$ cat src/include/dmc_pkg.sv
// package of offsets, fields, reset values and states for the dac control register bank
package dmc_pkg;

    localparam int ADDR_W = 16;
    localparam int DATA_W = 32;
    localparam int IDX_W = 14;
    localparam int REG_W = 8;
    localparam int EVT_W = 9;
    localparam int NUM_DACS = 2;

    // register indices; byte address is four times the index
    localparam logic [IDX_W-1:0] IDX_PAGE = 14'h0008;
    localparam logic [IDX_W-1:0] IDX_IRQ_EN_LO = 14'h0597;
    localparam logic [IDX_W-1:0] IDX_IRQ_EN_HI = 14'h0598;
    localparam logic [IDX_W-1:0] IDX_FLUSH = 14'h0599;
    localparam logic [IDX_W-1:0] IDX_IRQ_STAT_LO = 14'h059a;
    localparam logic [IDX_W-1:0] IDX_IRQ_STAT_HI = 14'h059b;
    localparam logic [IDX_W-1:0] IDX_IRQ_CLR_LO = 14'h059c;
    localparam logic [IDX_W-1:0] IDX_IRQ_CLR_HI = 14'h059d;
    localparam logic [IDX_W-1:0] IDX_BOOT = 14'h0705;
    localparam logic [IDX_W-1:0] IDX_PLL_A = 14'h0790;
    localparam logic [IDX_W-1:0] IDX_PLL_B = 14'h0791;

    // reset values
    localparam logic [REG_W-1:0] RST_IRQ_EN_LO = 8'h00;
    localparam logic RST_IRQ_EN_HI = 1'h0;
    localparam logic RST_FLUSH = 1'h1;
    localparam logic [NUM_DACS-1:0] RST_PAGE = 2'h3;
    localparam logic [REG_W-1:0] RST_PLL_A = 8'h02;
    localparam logic [REG_W-1:0] RST_PLL_B = 8'h00;

    // field positions
    localparam int IRQ_HI_BIT = 0;
    localparam int FLUSH_BIT = 0;
    localparam int BOOT_START_BIT = 0;
    localparam int BOOT_DONE_BIT = 1;
    localparam int EVT_CGS = 8;
    localparam int EVT_FRAME_SYNC = 7;
    localparam int EVT_GOOD_CHKSUM = 6;
    localparam int EVT_ILANE_SYNC = 5;
    localparam int EVT_DESKEW = 4;
    localparam int EVT_DISPARITY = 3;
    localparam int EVT_NOT_IN_TABLE = 2;
    localparam int EVT_UNEXP_CTRL = 1;
    localparam int EVT_LANE_BUF = 0;

    // boot loader sequencer, gray along idle -> load -> finish
    typedef enum logic [1:0] {
        BOOT_IDLE = 2'h0,
        BOOT_LOAD = 2'h1,
        BOOT_FINISH = 2'h3
    } dmc_boot_e;

endpackage : dmc_pkg

$ cat src/rtl/dmc_event_latch.sv
// sticky event flags with set-over-clear priority
`timescale 1ns/1ps
module dmc_event_latch #(
    parameter int W = 1
) (
    // clock and reset
    input wire logic clock,
    input wire logic nrst,
    // events and clears
    input wire logic [W-1:0] set,
    input wire logic [W-1:0] clr,
    // flags
    output logic [W-1:0] flag
);

    always_ff @(posedge clock) begin
        if (!nrst) begin
            flag <= '0;
        end else begin
            // a set in the clearing cycle wins
            flag <= (flag & ~clr) | set;
        end
    end

endmodule : dmc_event_latch

$ cat src/rtl/dmc_regs.sv
// dac control register bank: link interrupt mask, path flush, boot loader, pll powerdowns
`timescale 1ns/1ps
module dmc_regs
    import dmc_pkg::*;
(
    // clock and reset
    input wire logic clock,
    input wire logic nrst,

    // apb slave
    input wire logic psel,
    input wire logic penable,
    input wire logic pwrite,
    input wire logic [ADDR_W-1:0] paddr,
    input wire logic [DATA_W-1:0] pwdata,
    input wire logic [3:0] pstrb,
    output logic pready,
    output logic [DATA_W-1:0] prdata,
    output logic pslverr,

    // link event pulses
    input wire logic [EVT_W-1:0] link_event,

    // nonvolatile memory loader
    output logic nvm_load_start,
    input wire logic nvm_load_done,
    input wire logic nvm_load_ok,

    // per dac path flush enables
    output logic [NUM_DACS-1:0] flush_enable,

    // pll powerdown controls
    output logic pll_powerdown_first,
    output logic pll_powerdown_second,
    output logic pll_powerdown_third,
    output logic pll_powerdown_fourth,
    output logic [2:0] pll_powerdown_fifth,
    output logic pll_powerdown_sixth,
    output logic pll_powerdown_seventh,
    output logic pll_powerdown_eighth,
    output logic pll_powerdown_ninth,
    output logic pll_powerdown_tenth,
    output logic pll_powerdown_eleventh,
    output logic [2:0] pll_spare,

    // interrupt
    output logic irq
);

    // ------------------------------------------------------------------
    // bus decode
    // ------------------------------------------------------------------
    logic setup_phase;
    logic access_phase;
    logic [IDX_W-1:0] idx;
    logic aligned;
    logic hit;
    logic wr_en;
    logic [REG_W-1:0] wbyte;

    assign setup_phase = psel & ~penable;
    assign access_phase = psel & penable;
    assign idx = paddr[ADDR_W-1:2];
    assign aligned = (paddr[1:0] == 2'h0);
    assign wbyte = pwdata[REG_W-1:0];

    always_comb begin
        hit = 1'b0;
        if (aligned) begin
            case (idx)
                IDX_PAGE,
                IDX_IRQ_EN_LO,
                IDX_IRQ_EN_HI,
                IDX_FLUSH,
                IDX_IRQ_STAT_LO,
                IDX_IRQ_STAT_HI,
                IDX_IRQ_CLR_LO,
                IDX_IRQ_CLR_HI,
                IDX_BOOT,
                IDX_PLL_A,
                IDX_PLL_B: hit = 1'b1;
                default: hit = 1'b0;
            endcase
        end
    end

    // writes land at the access edge; only byte lane 0 carries data
    assign wr_en = access_phase & pwrite & hit & pstrb[0];

    // ------------------------------------------------------------------
    // page select
    // ------------------------------------------------------------------
    logic [NUM_DACS-1:0] page_sel_r;

    always_ff @(posedge clock) begin
        if (!nrst) begin
            page_sel_r <= RST_PAGE;
        end else if (wr_en && idx == IDX_PAGE) begin
            page_sel_r <= wbyte[NUM_DACS-1:0];
        end
    end

    // ------------------------------------------------------------------
    // link interrupt enable mask
    // ------------------------------------------------------------------
    logic [REG_W-1:0] irq_en_lo_r;
    logic irq_en_hi_r;
    logic [EVT_W-1:0] irq_mask;

    always_ff @(posedge clock) begin
        if (!nrst) begin
            irq_en_lo_r <= RST_IRQ_EN_LO;
        end else if (wr_en && idx == IDX_IRQ_EN_LO) begin
            irq_en_lo_r <= wbyte;
        end
    end

    always_ff @(posedge clock) begin
        if (!nrst) begin
            irq_en_hi_r <= RST_IRQ_EN_HI;
        end else if (wr_en && idx == IDX_IRQ_EN_HI) begin
            irq_en_hi_r <= wbyte[IRQ_HI_BIT];
        end
    end

    // mask bit n gates event n; bit 8 lives in the high register
    assign irq_mask = {irq_en_hi_r, irq_en_lo_r};

    // ------------------------------------------------------------------
    // event status and interrupt
    // ------------------------------------------------------------------
    logic [EVT_W-1:0] evt_clr;
    logic [EVT_W-1:0] evt_status;

    always_comb begin
        evt_clr = '0;
        if (wr_en && idx == IDX_IRQ_CLR_LO) begin
            evt_clr[REG_W-1:0] = wbyte;
        end
        if (wr_en && idx == IDX_IRQ_CLR_HI) begin
            evt_clr[EVT_CGS] = wbyte[IRQ_HI_BIT];
        end
    end

    // event order on link_event matches the mask layout
    dmc_event_latch #(
        .W(EVT_W)
    ) u_evt (
        .clock(clock),
        .nrst(nrst),
        .set(link_event),
        .clr(evt_clr),
        .flag(evt_status)
    );

    always_ff @(posedge clock) begin
        if (!nrst) begin
            irq <= 1'b0;
        end else begin
            irq <= |(evt_status & irq_mask);
        end
    end

    // ------------------------------------------------------------------
    // per dac path flush enable
    // ------------------------------------------------------------------
    logic [NUM_DACS-1:0] flush_r;
    logic flush_rd;

    genvar g;
    generate
        for (g = 0; g < NUM_DACS; g = g + 1) begin : g_flush
            always_ff @(posedge clock) begin
                if (!nrst) begin
                    flush_r[g] <= RST_FLUSH;
                end else if (wr_en && idx == IDX_FLUSH && page_sel_r[g]) begin
                    flush_r[g] <= wbyte[FLUSH_BIT];
                end
            end
        end
    endgenerate

    // reads return the lowest selected page
    always_comb begin
        flush_rd = 1'b0;
        for (int i = NUM_DACS - 1; i >= 0; i--) begin
            if (page_sel_r[i]) begin
                flush_rd = flush_r[i];
            end
        end
    end

    assign flush_enable = flush_r;

    // ------------------------------------------------------------------
    // boot loader
    // ------------------------------------------------------------------
    dmc_boot_e boot_state_r;
    logic boot_start_r;
    logic boot_done_r;
    logic boot_kick;

    assign boot_kick = wr_en && idx == IDX_BOOT && wbyte[BOOT_START_BIT];

    always_ff @(posedge clock) begin
        if (!nrst) begin
            boot_state_r <= BOOT_IDLE;
        end else begin
            case (boot_state_r)
                BOOT_IDLE: begin
                    if (boot_kick) begin
                        boot_state_r <= BOOT_LOAD;
                    end
                end
                BOOT_LOAD: begin
                    if (nvm_load_done) begin
                        boot_state_r <= BOOT_FINISH;
                    end
                end
                BOOT_FINISH: begin
                    boot_state_r <= BOOT_IDLE;
                end
                default: begin
                    boot_state_r <= BOOT_IDLE;
                end
            endcase
        end
    end

    // start bit: set by software, cleared only by the loader ending
    always_ff @(posedge clock) begin
        if (!nrst) begin
            boot_start_r <= 1'b0;
        end else if (boot_state_r == BOOT_IDLE && boot_kick) begin
            boot_start_r <= 1'b1;
        end else if (boot_state_r == BOOT_LOAD && nvm_load_done) begin
            boot_start_r <= 1'b0;
        end
    end

    // done flag: cleared on a new start, set only on success
    always_ff @(posedge clock) begin
        if (!nrst) begin
            boot_done_r <= 1'b0;
        end else if (boot_state_r == BOOT_IDLE && boot_kick) begin
            boot_done_r <= 1'b0;
        end else if (boot_state_r == BOOT_LOAD && nvm_load_done) begin
            boot_done_r <= nvm_load_ok;
        end
    end

    always_ff @(posedge clock) begin
        if (!nrst) begin
            nvm_load_start <= 1'b0;
        end else begin
            nvm_load_start <= (boot_state_r == BOOT_IDLE) && boot_kick;
        end
    end

    // ------------------------------------------------------------------
    // pll powerdown controls
    // ------------------------------------------------------------------
    logic [REG_W-1:0] pll_a_r;
    logic [REG_W-1:0] pll_b_r;

    // plain storage; software owns the bypass settings
    always_ff @(posedge clock) begin
        if (!nrst) begin
            pll_a_r <= RST_PLL_A;
        end else if (wr_en && idx == IDX_PLL_A) begin
            pll_a_r <= wbyte;
        end
    end

    always_ff @(posedge clock) begin
        if (!nrst) begin
            pll_b_r <= RST_PLL_B;
        end else if (wr_en && idx == IDX_PLL_B) begin
            pll_b_r <= wbyte;
        end
    end

    assign pll_powerdown_first = pll_a_r[0];
    assign pll_powerdown_second = pll_a_r[1];
    assign pll_powerdown_third = pll_a_r[2];
    assign pll_powerdown_fourth = pll_a_r[3];
    assign pll_powerdown_fifth = pll_a_r[6:4];
    assign pll_powerdown_sixth = pll_a_r[7];
    assign pll_powerdown_seventh = pll_b_r[0];
    assign pll_powerdown_eighth = pll_b_r[1];
    assign pll_powerdown_ninth = pll_b_r[2];
    assign pll_powerdown_tenth = pll_b_r[3];
    assign pll_powerdown_eleventh = pll_b_r[4];
    assign pll_spare = pll_b_r[7:5];

    // ------------------------------------------------------------------
    // read mux, captured in the setup cycle
    // ------------------------------------------------------------------
    logic [REG_W-1:0] rd_byte;
    logic [DATA_W-1:0] prdata_r;
    logic err_r;

    always_comb begin
        rd_byte = '0;
        case (idx)
            IDX_PAGE: rd_byte = {{(REG_W - NUM_DACS){1'b0}}, page_sel_r};
            IDX_IRQ_EN_LO: rd_byte = irq_en_lo_r;
            IDX_IRQ_EN_HI: rd_byte = {7'h00, irq_en_hi_r};
            IDX_FLUSH: rd_byte = {7'h00, flush_rd};
            IDX_IRQ_STAT_LO: rd_byte = evt_status[REG_W-1:0];
            IDX_IRQ_STAT_HI: rd_byte = {7'h00, evt_status[EVT_CGS]};
            IDX_BOOT: rd_byte = {6'h00, boot_done_r, boot_start_r};
            IDX_PLL_A: rd_byte = pll_a_r;
            IDX_PLL_B: rd_byte = pll_b_r;
            default: rd_byte = '0;
        endcase
        if (!aligned) begin
            rd_byte = '0;
        end
    end

    always_ff @(posedge clock) begin
        if (!nrst) begin
            prdata_r <= '0;
        end else if (setup_phase) begin
            prdata_r <= pwrite ? '0 : {24'h000000, rd_byte};
        end
    end

    always_ff @(posedge clock) begin
        if (!nrst) begin
            err_r <= 1'b0;
        end else if (setup_phase) begin
            err_r <= ~hit;
        end
    end

    // zero wait state: every access phase completes at once
    assign pready = 1'b1;
    assign prdata = prdata_r;
    assign pslverr = access_phase & err_r;

endmodule : dmc_regs
$ cat config.mk
export PLATFORM = sky130hd
export DESIGN_NAME = dmc_regs
export DESIGN_NICKNAME = d
export VERILOG_FILES = /design/src/include/dmc_pkg.sv /design/src/rtl/dmc_event_latch.sv /design/src/rtl/dmc_regs.sv
export SDC_FILE = /design/constraint.sdc
export NUM_CORES = 1
export LEC_CHECK = 0
export BUFFER_PORTS_ARGS = -buffer_cell sky130_fd_sc_hd__buf_4
export CORE_ASPECT_RATIO = 1.25
export CORE_MARGIN = 2
export CORE_UTILIZATION = 51
export CTS_BUF_LIST = sky130_fd_sc_hd__clkbuf_16
export DETAILED_ROUTE_END_ITERATION = 10
export PLACE_DENSITY = 0.92
export REMOVE_ABC_BUFFERS = 1
export SLEW_MARGIN = 20
export SYNTH_ARGS = -nofsm -noshare
export SYNTH_HDL_FRONTEND = slang
export SYNTH_HIERARCHICAL = 1
export SYNTH_SLANG_ARGS = --single-unit
export TNS_END_PERCENT = 20
$ cat constraint.sdc
create_clock -name clock -period 3.3 [get_ports clock]
set_input_delay 0.165 -clock clock [delete_from_list [all_inputs] [get_ports clock]]
set_output_delay 0.165 -clock clock [all_outputs]
set_load 0.05 [all_outputs]
# Yosys cells after proc, flatten, opt, wreduce, memory -nomap -nowiden
# Index checks and enable logic that the tools add are counted.
dict set report word_totals {
  ramBits 0
  wordCells 77
  memories 0
  ff_bits 77
  mem_bits_ro 0
  latchBits 0
  out_inout_bits 54
  input_bits 68
}
dict set report classes {
  n_div 0
  reduce_logical 21
  n_mux 14
  multipliers 0
  n_eq_ne 14
  n_shift 0
  magnitude_cmp 0
  bitwise 13
  n_addsub 0
}
# cell count
set op_table {}
lappend op_table {{$eq A14 B11 Y1 const B} 10}
lappend op_table {{$pmux W8 S9} 1}
lappend op_table {{$mux W8} 3}
lappend op_table {{$and A9 B9 Y9} 2}
lappend op_table {{$eq A14 B4 Y1 const B} 1}
lappend op_table {{$logic_and A1 B1 Y1} 14}
lappend op_table {{$reduce_or A11 Y1} 1}
lappend op_table {{$not A9 Y9} 1}
lappend op_table {{$or A9 B9 Y9} 1}
lappend op_table {{$reduce_or A9 Y1} 1}
lappend op_table {{$mux W1} 7}
lappend op_table {{$and A1 B1 Y1} 6}
lappend op_table {{$logic_not A2 Y1} 2}
lappend op_table {{$mux W2} 2}
lappend op_table {{$ne A2 B2 Y1 const B} 2}
lappend op_table {{$pmux W2 S2} 1}
lappend op_table {{$not A1 Y1} 3}
lappend op_table {{$eq A2 B1 Y1 const B} 1}
lappend op_table {{$reduce_and A2 Y1} 1}
lappend op_table {{$reduce_bool A2 Y1} 1}
lappend op_table {{$reduce_or A2 Y1} 1}

# Longest topological paths before layout
dict set report logic_depth {
  ltp_word 11
  mapped_depth 8
  ltp_nobuf 7
}

# Hierarchy
# The synthesis kept the hierarchy.
# module area_per_inst_um2 seq_area_each_um2 instances cells_per_inst
set by_module_without_submodules {}
lappend by_module_without_submodules {dmc_regs 2342.2 880.8 1 292}
lappend by_module_without_submodules {dmc_event_latch 382.9 180.2 1 28}

# Worst setup path before layout
# Ideal clock, no wire load.
dict set report synth_path {
  path_type {input to register}
  from {input paddr[13]}
  to {register u_evt.flag[1]}
  required_time_ns 3.185
  path_stages 7
  arrival_time_ns 1.767
  setup_time_ns 0.115
  path_buffers 0
  setup_slack_ns 1.419
  cell_sequence {nor3_1 nand2_1 or4_1 nor3_2 and2_1 nor2b_4 o21a_1}
}
dict set report synth_between {
  elab_chain_len 11
  elab_cells_between_ends 21
  cone_classes {11 x eq/ne; 3 x mux; 5 x bitwise; 2 x reduce/logical}
}
# element line_no
set synth_lines {}
lappend synth_lines {{from (decl)} dmc_regs.sv:14} ;# input wire logic [ADDR_W-1:0] paddr,
lappend synth_lines {{$eq A14 B4 Y1 (tied with other cells)} dmc_regs.sv:70} ;# case (idx)
lappend synth_lines {{$reduce_or A11 Y1} dmc_regs.sv:70}
lappend synth_lines {{$mux W1} dmc_regs.sv:70}
lappend synth_lines {{$mux W1} dmc_regs.sv:69} ;# if (aligned) begin
lappend synth_lines {{$and A1 B1 Y1 (2 in a row)} dmc_regs.sv:88} ;# assign wr_en = access_phase & pwrite & hit & pstrb[0];
lappend synth_lines {{$logic_and A1 B1 Y1 *} dmc_regs.sv:137} ;# if (wr_en && idx == IDX_IRQ_CLR_LO) begin
lappend synth_lines {{$mux W8 *} dmc_regs.sv:137}
lappend synth_lines {{via evt_clr[1]} dmc_regs.sv:132} ;# logic [EVT_W-1:0] evt_clr;
lappend synth_lines {{$not A9 Y9 *} dmc_event_latch.sv:21} ;# flag <= (flag & ~clr) | set;
lappend synth_lines {{$and A9 B9 Y9 *} dmc_event_latch.sv:21}
lappend synth_lines {{$or A9 B9 Y9 *} dmc_event_latch.sv:21}
lappend synth_lines {{to (signal assigned)} dmc_event_latch.sv:21}
lappend synth_lines {{to (decl)} dmc_event_latch.sv:13} ;# output logic [W-1:0] flag
# Mark *: on every way through the listed nets, which the timed path passes. The rest lies on a longest branch.
# A chain may end at the register's enable or synchronous reset.

# Worst setup path after layout
dict set report layout_path {
  from {input paddr[13]}
  to {register u_evt.flag[5]}
}
# The elaborated chain is that of the path after synthesis.

==> results.md <==
- Clk sinks: 53
- Root Buffer: clkbuf_16
- CTS tree: built
- Clk_lat worst skew: 0.29 ns
- Highest Clock Rate: 469.9 MHz
- Post-Route WL: 7243 um
- Num ports: 122
- Area growth syn-to-layout: 23.00%
- Die Span X: 69.38 um
- Worst Skew: 0.002724 ns
- Sequential element share of the synthesized area: 38.93%
- WP data arrival: 2.32 ns
- Number of vias per cell: 5.803
- Core Area: 5116 sq um
- Post-DRT Antenna Nets: 0
- Gr busiest metal: met2
- Min-Delay Path Depth: 2
- Final setup violation count: 0
- Die height: 85.73 um
- Total track usage: 24.47%
- Design Area, Final: 3352 sq um
- Cells after Synth: 320
- CP max-delay cell: or4_1
- Min-Delay Endpoint: u_evt/flag[2]
- Diodes inserted: 0
- Final Hold Viols: 0
- Share of layout cells above drive strength 1: 26.74%
- Die area: 5948 sq um
- Number of gates resized after CTS: 0
- H-tree Lvls: 2
- Max FO, Critical Path: 7
- Hold Startpoint: link_event[2]
- Critical Path Source: paddr[13]
- Period Utilization, post-route: 64.49%
- Placer congestion estimate: 0.8705
- Number of synthesized flops with an enable pin: 0
- Worst setup SP type: input pin
- Synth warn: 6
- Mapped cell area: 2725 sq um
- Relative slew slack: 29.57%
- Slowest stage delay, CP: 0.61 ns
- Clk slew on worst S/H paths: 0.07 ns
- Leak: 1.401 nW
- Final Net Count: 456
- Initial antenna violation count: 0
- Number of remaining DRC errors: 0
- GR Util met3: 5.053%
- GR Util met2: 42.31%
- Worst EP required: 3.49 ns
- IO Port Bufs: 69
- CP Cell Sequence: buf_4, nor3_1, nand2_1, or4_1, nor3_2, and2_1, nor2b_4, o21a_1
- Power density over cell area: 397.0 nW/um^2
- Post-DP HPWL: 5197 um
- Fin. max-slew vios: 0
- Largest delay share family, worst path: simple AND/OR/NAND/NOR gates
- Setup TNS Final: 0 ns
- GR Overflow Total: 0
- Maxcap violations: 0
- Post-CTS setup buffer count: 0
- Starting Density: 53.26%
- Syn avg cell area: 8.516 sq um
- Vias in the first global route: 2349
- Worst hold slack: 0.07415 ns
- Post-layout min period: 2.128 ns
- Post-synth cell types: 49
- Worst hold-check path type: in2reg
- Met1 Use GR: 30.29%
- Critical path buffer and inverter count: 1
- Status: complete, no violations
- RSZ-0062 raised after global routing: no
- WS Path Type: in2reg
- Dominant synthesized flop cell: dfxtp_1
- FP Rows: 29
- Vias: 2617
- Inserted Clock Buffers: 5
- CP Capture Type: register
- Wire per inst: 16.06 um
- Yosys reg bits: 53
- Slew @ Worst Pin: 1.045 ns
- Post-synth ARST share: 0%
- Max VDD drop: 0.0002370 V
- Drt initial violations: 339
- Worst flop-to-flop path endpoint: prdata[0]
- CTS Hold Bufs: 0
- RR Startpoint: page_sel_r[0]
- Reg2reg path depth: 6
- Reg2reg setup slack: 1.63 ns
- Maximum buffer depth of the clock tree: 2
- Largest net degree at the start of global routing: 21
- Tot Pwr: 1.331 mW
- Dpl cell area: 3209 sq um
- First-pass GRT wire length: 11620 um
- Drt pass-1 iters: 7
-- cell usage in the layout, fill, tap and decap left out, types with 9 or more instances in the layout --
| master | netlist | layout |
|---|---|---|
| o21a_1 | 9 | 9 |
| dfxtp_1 | 53 | 53 |
| a21oi_1 | 35 | 35 |
| nand2_1 | 53 | 53 |
| buf_4 | 25 | 74 |
| nor3_1 | 11 | 10 |
| conb_1 | 2 | 25 |
| nor2_1 | 10 | 10 |
| nand3_1 | 21 | 21 |
| nor2b_4 | 9 | 9 |
-- final cells by class --
class / instances / area (sq um)
Inverter: 4 / 15.01
Sequential cell: 53 / 1061
Clock inverter: 3 / 17.52
Tap cell: 62 / 77.57
Multi-Input combinational cell: 250 / 1500
Clock buffer: 5 / 125.1
Fill cell: 439 / 1764
Timing Repair Buffer: 74 / 555.5
-- synthesized netlist by cell type (2+ instances only) --
cell type	count	area share (%)
a222oi_1	8	2.9
nand2b_1	3	0.69
nor3_1	11	2.0
a21o_1	7	1.9
a211oi_1	2	0.55
a221oi_1	2	0.64
nor2b_1	2	0.46
buf_2	3	0.55
and3_1	2	0.46
inv_1	4	0.55
a31oi_1	2	0.46
dfxtp_1	53	39
and2_1	8	1.8
o21a_1	9	2.5
nor3_2	3	1.1
a21oi_1	35	6.4
buf_4	25	6.9
clkbuf_1	7	0.96
nand2_1	53	7.3
mux2i_1	6	2.2
and3b_1	2	0.64
nor2b_4	9	4.5
or3_4	2	0.83
conb_1	2	0.28
nand3_1	21	3.9
nand4_1	2	0.46
or3_1	2	0.46
nor4_1	5	1.1
nor2_1	10	1.4
-- state kept, by name, indices dropped and copies added, names as in the netlist, 2 cells and up --
name and cells:
pll_a_r 8, flush_enable 2, pll_b_r 8, irq_en_lo_r 8, prdata 8, boot_state_r 2, u_evt/flag 9, page_sel_r 2
-- power by group --
part / total [mW] / leakage, nW / internal, mW / switching [mW]
clock: 0.509 / 0.0696 / 0.278 / 0.230
sequential: 0.656 / 0.430 / 0.648 / 0.00786
combinational: 0.166 / 0.902 / 0.0551 / 0.111
total: 1.33 / 1.40 / 0.982 / 0.349
-- layer usage --
| metal | vias up | routed length [um] |
|---|---|---|
| met5 | - | 0 |
| met4 | 0 | 161 |
| met3 | 17 | 697 |
| met2 | 167 | 3632 |
| met1 | 1202 | 2751 |
| li1 | 1231 | - |
-- worst max-delay path by stage --
| stage | depth (start not counted) | slack (ns) | to |
|---|---|---|---|
| 4_1_cts | 8 | 1.18 | u_evt/flag[5] |
| 2_1_floorplan | 5 | 1.16 | pll_a_r[0] |
| 6_report | 8 | 1.17 | u_evt/flag[5] |
| 3_5_place_dp | 8 | 0.87 | u_evt/flag[5] |
| 3_3_place_gp | 8 | 0.89 | u_evt/flag[3] |
| 5_1_grt | 8 | 0.99 | u_evt/flag[5] |
-- logic make-up (layout without fill, tap and decap cells) --
family                 after synthesis  in the layout  synth area share (%)
other                                2             25                0.2756
buffers and inverters               40             86                 9.366
DFF                                 53             53                 38.93
muxes                                6              6                 2.204
and+or+nand+nor                    144            144                 30.58
AOI/OAI and AO/OA                   75             75                 18.64
-- per-stage QoR --
stage	setup slack (ns)	std cells	utilization, %
5_1_grt	0.9882	451	65.52
2_1_floorplan	1.157	307	-
4_1_cts	1.179	451	65.52
6_report	1.172	451	65.52
3_3_place_gp	0.8906	443	62.73
3_5_place_dp	0.8695	443	62.73
No activity file was read; power rests on OpenSTA's default activity.
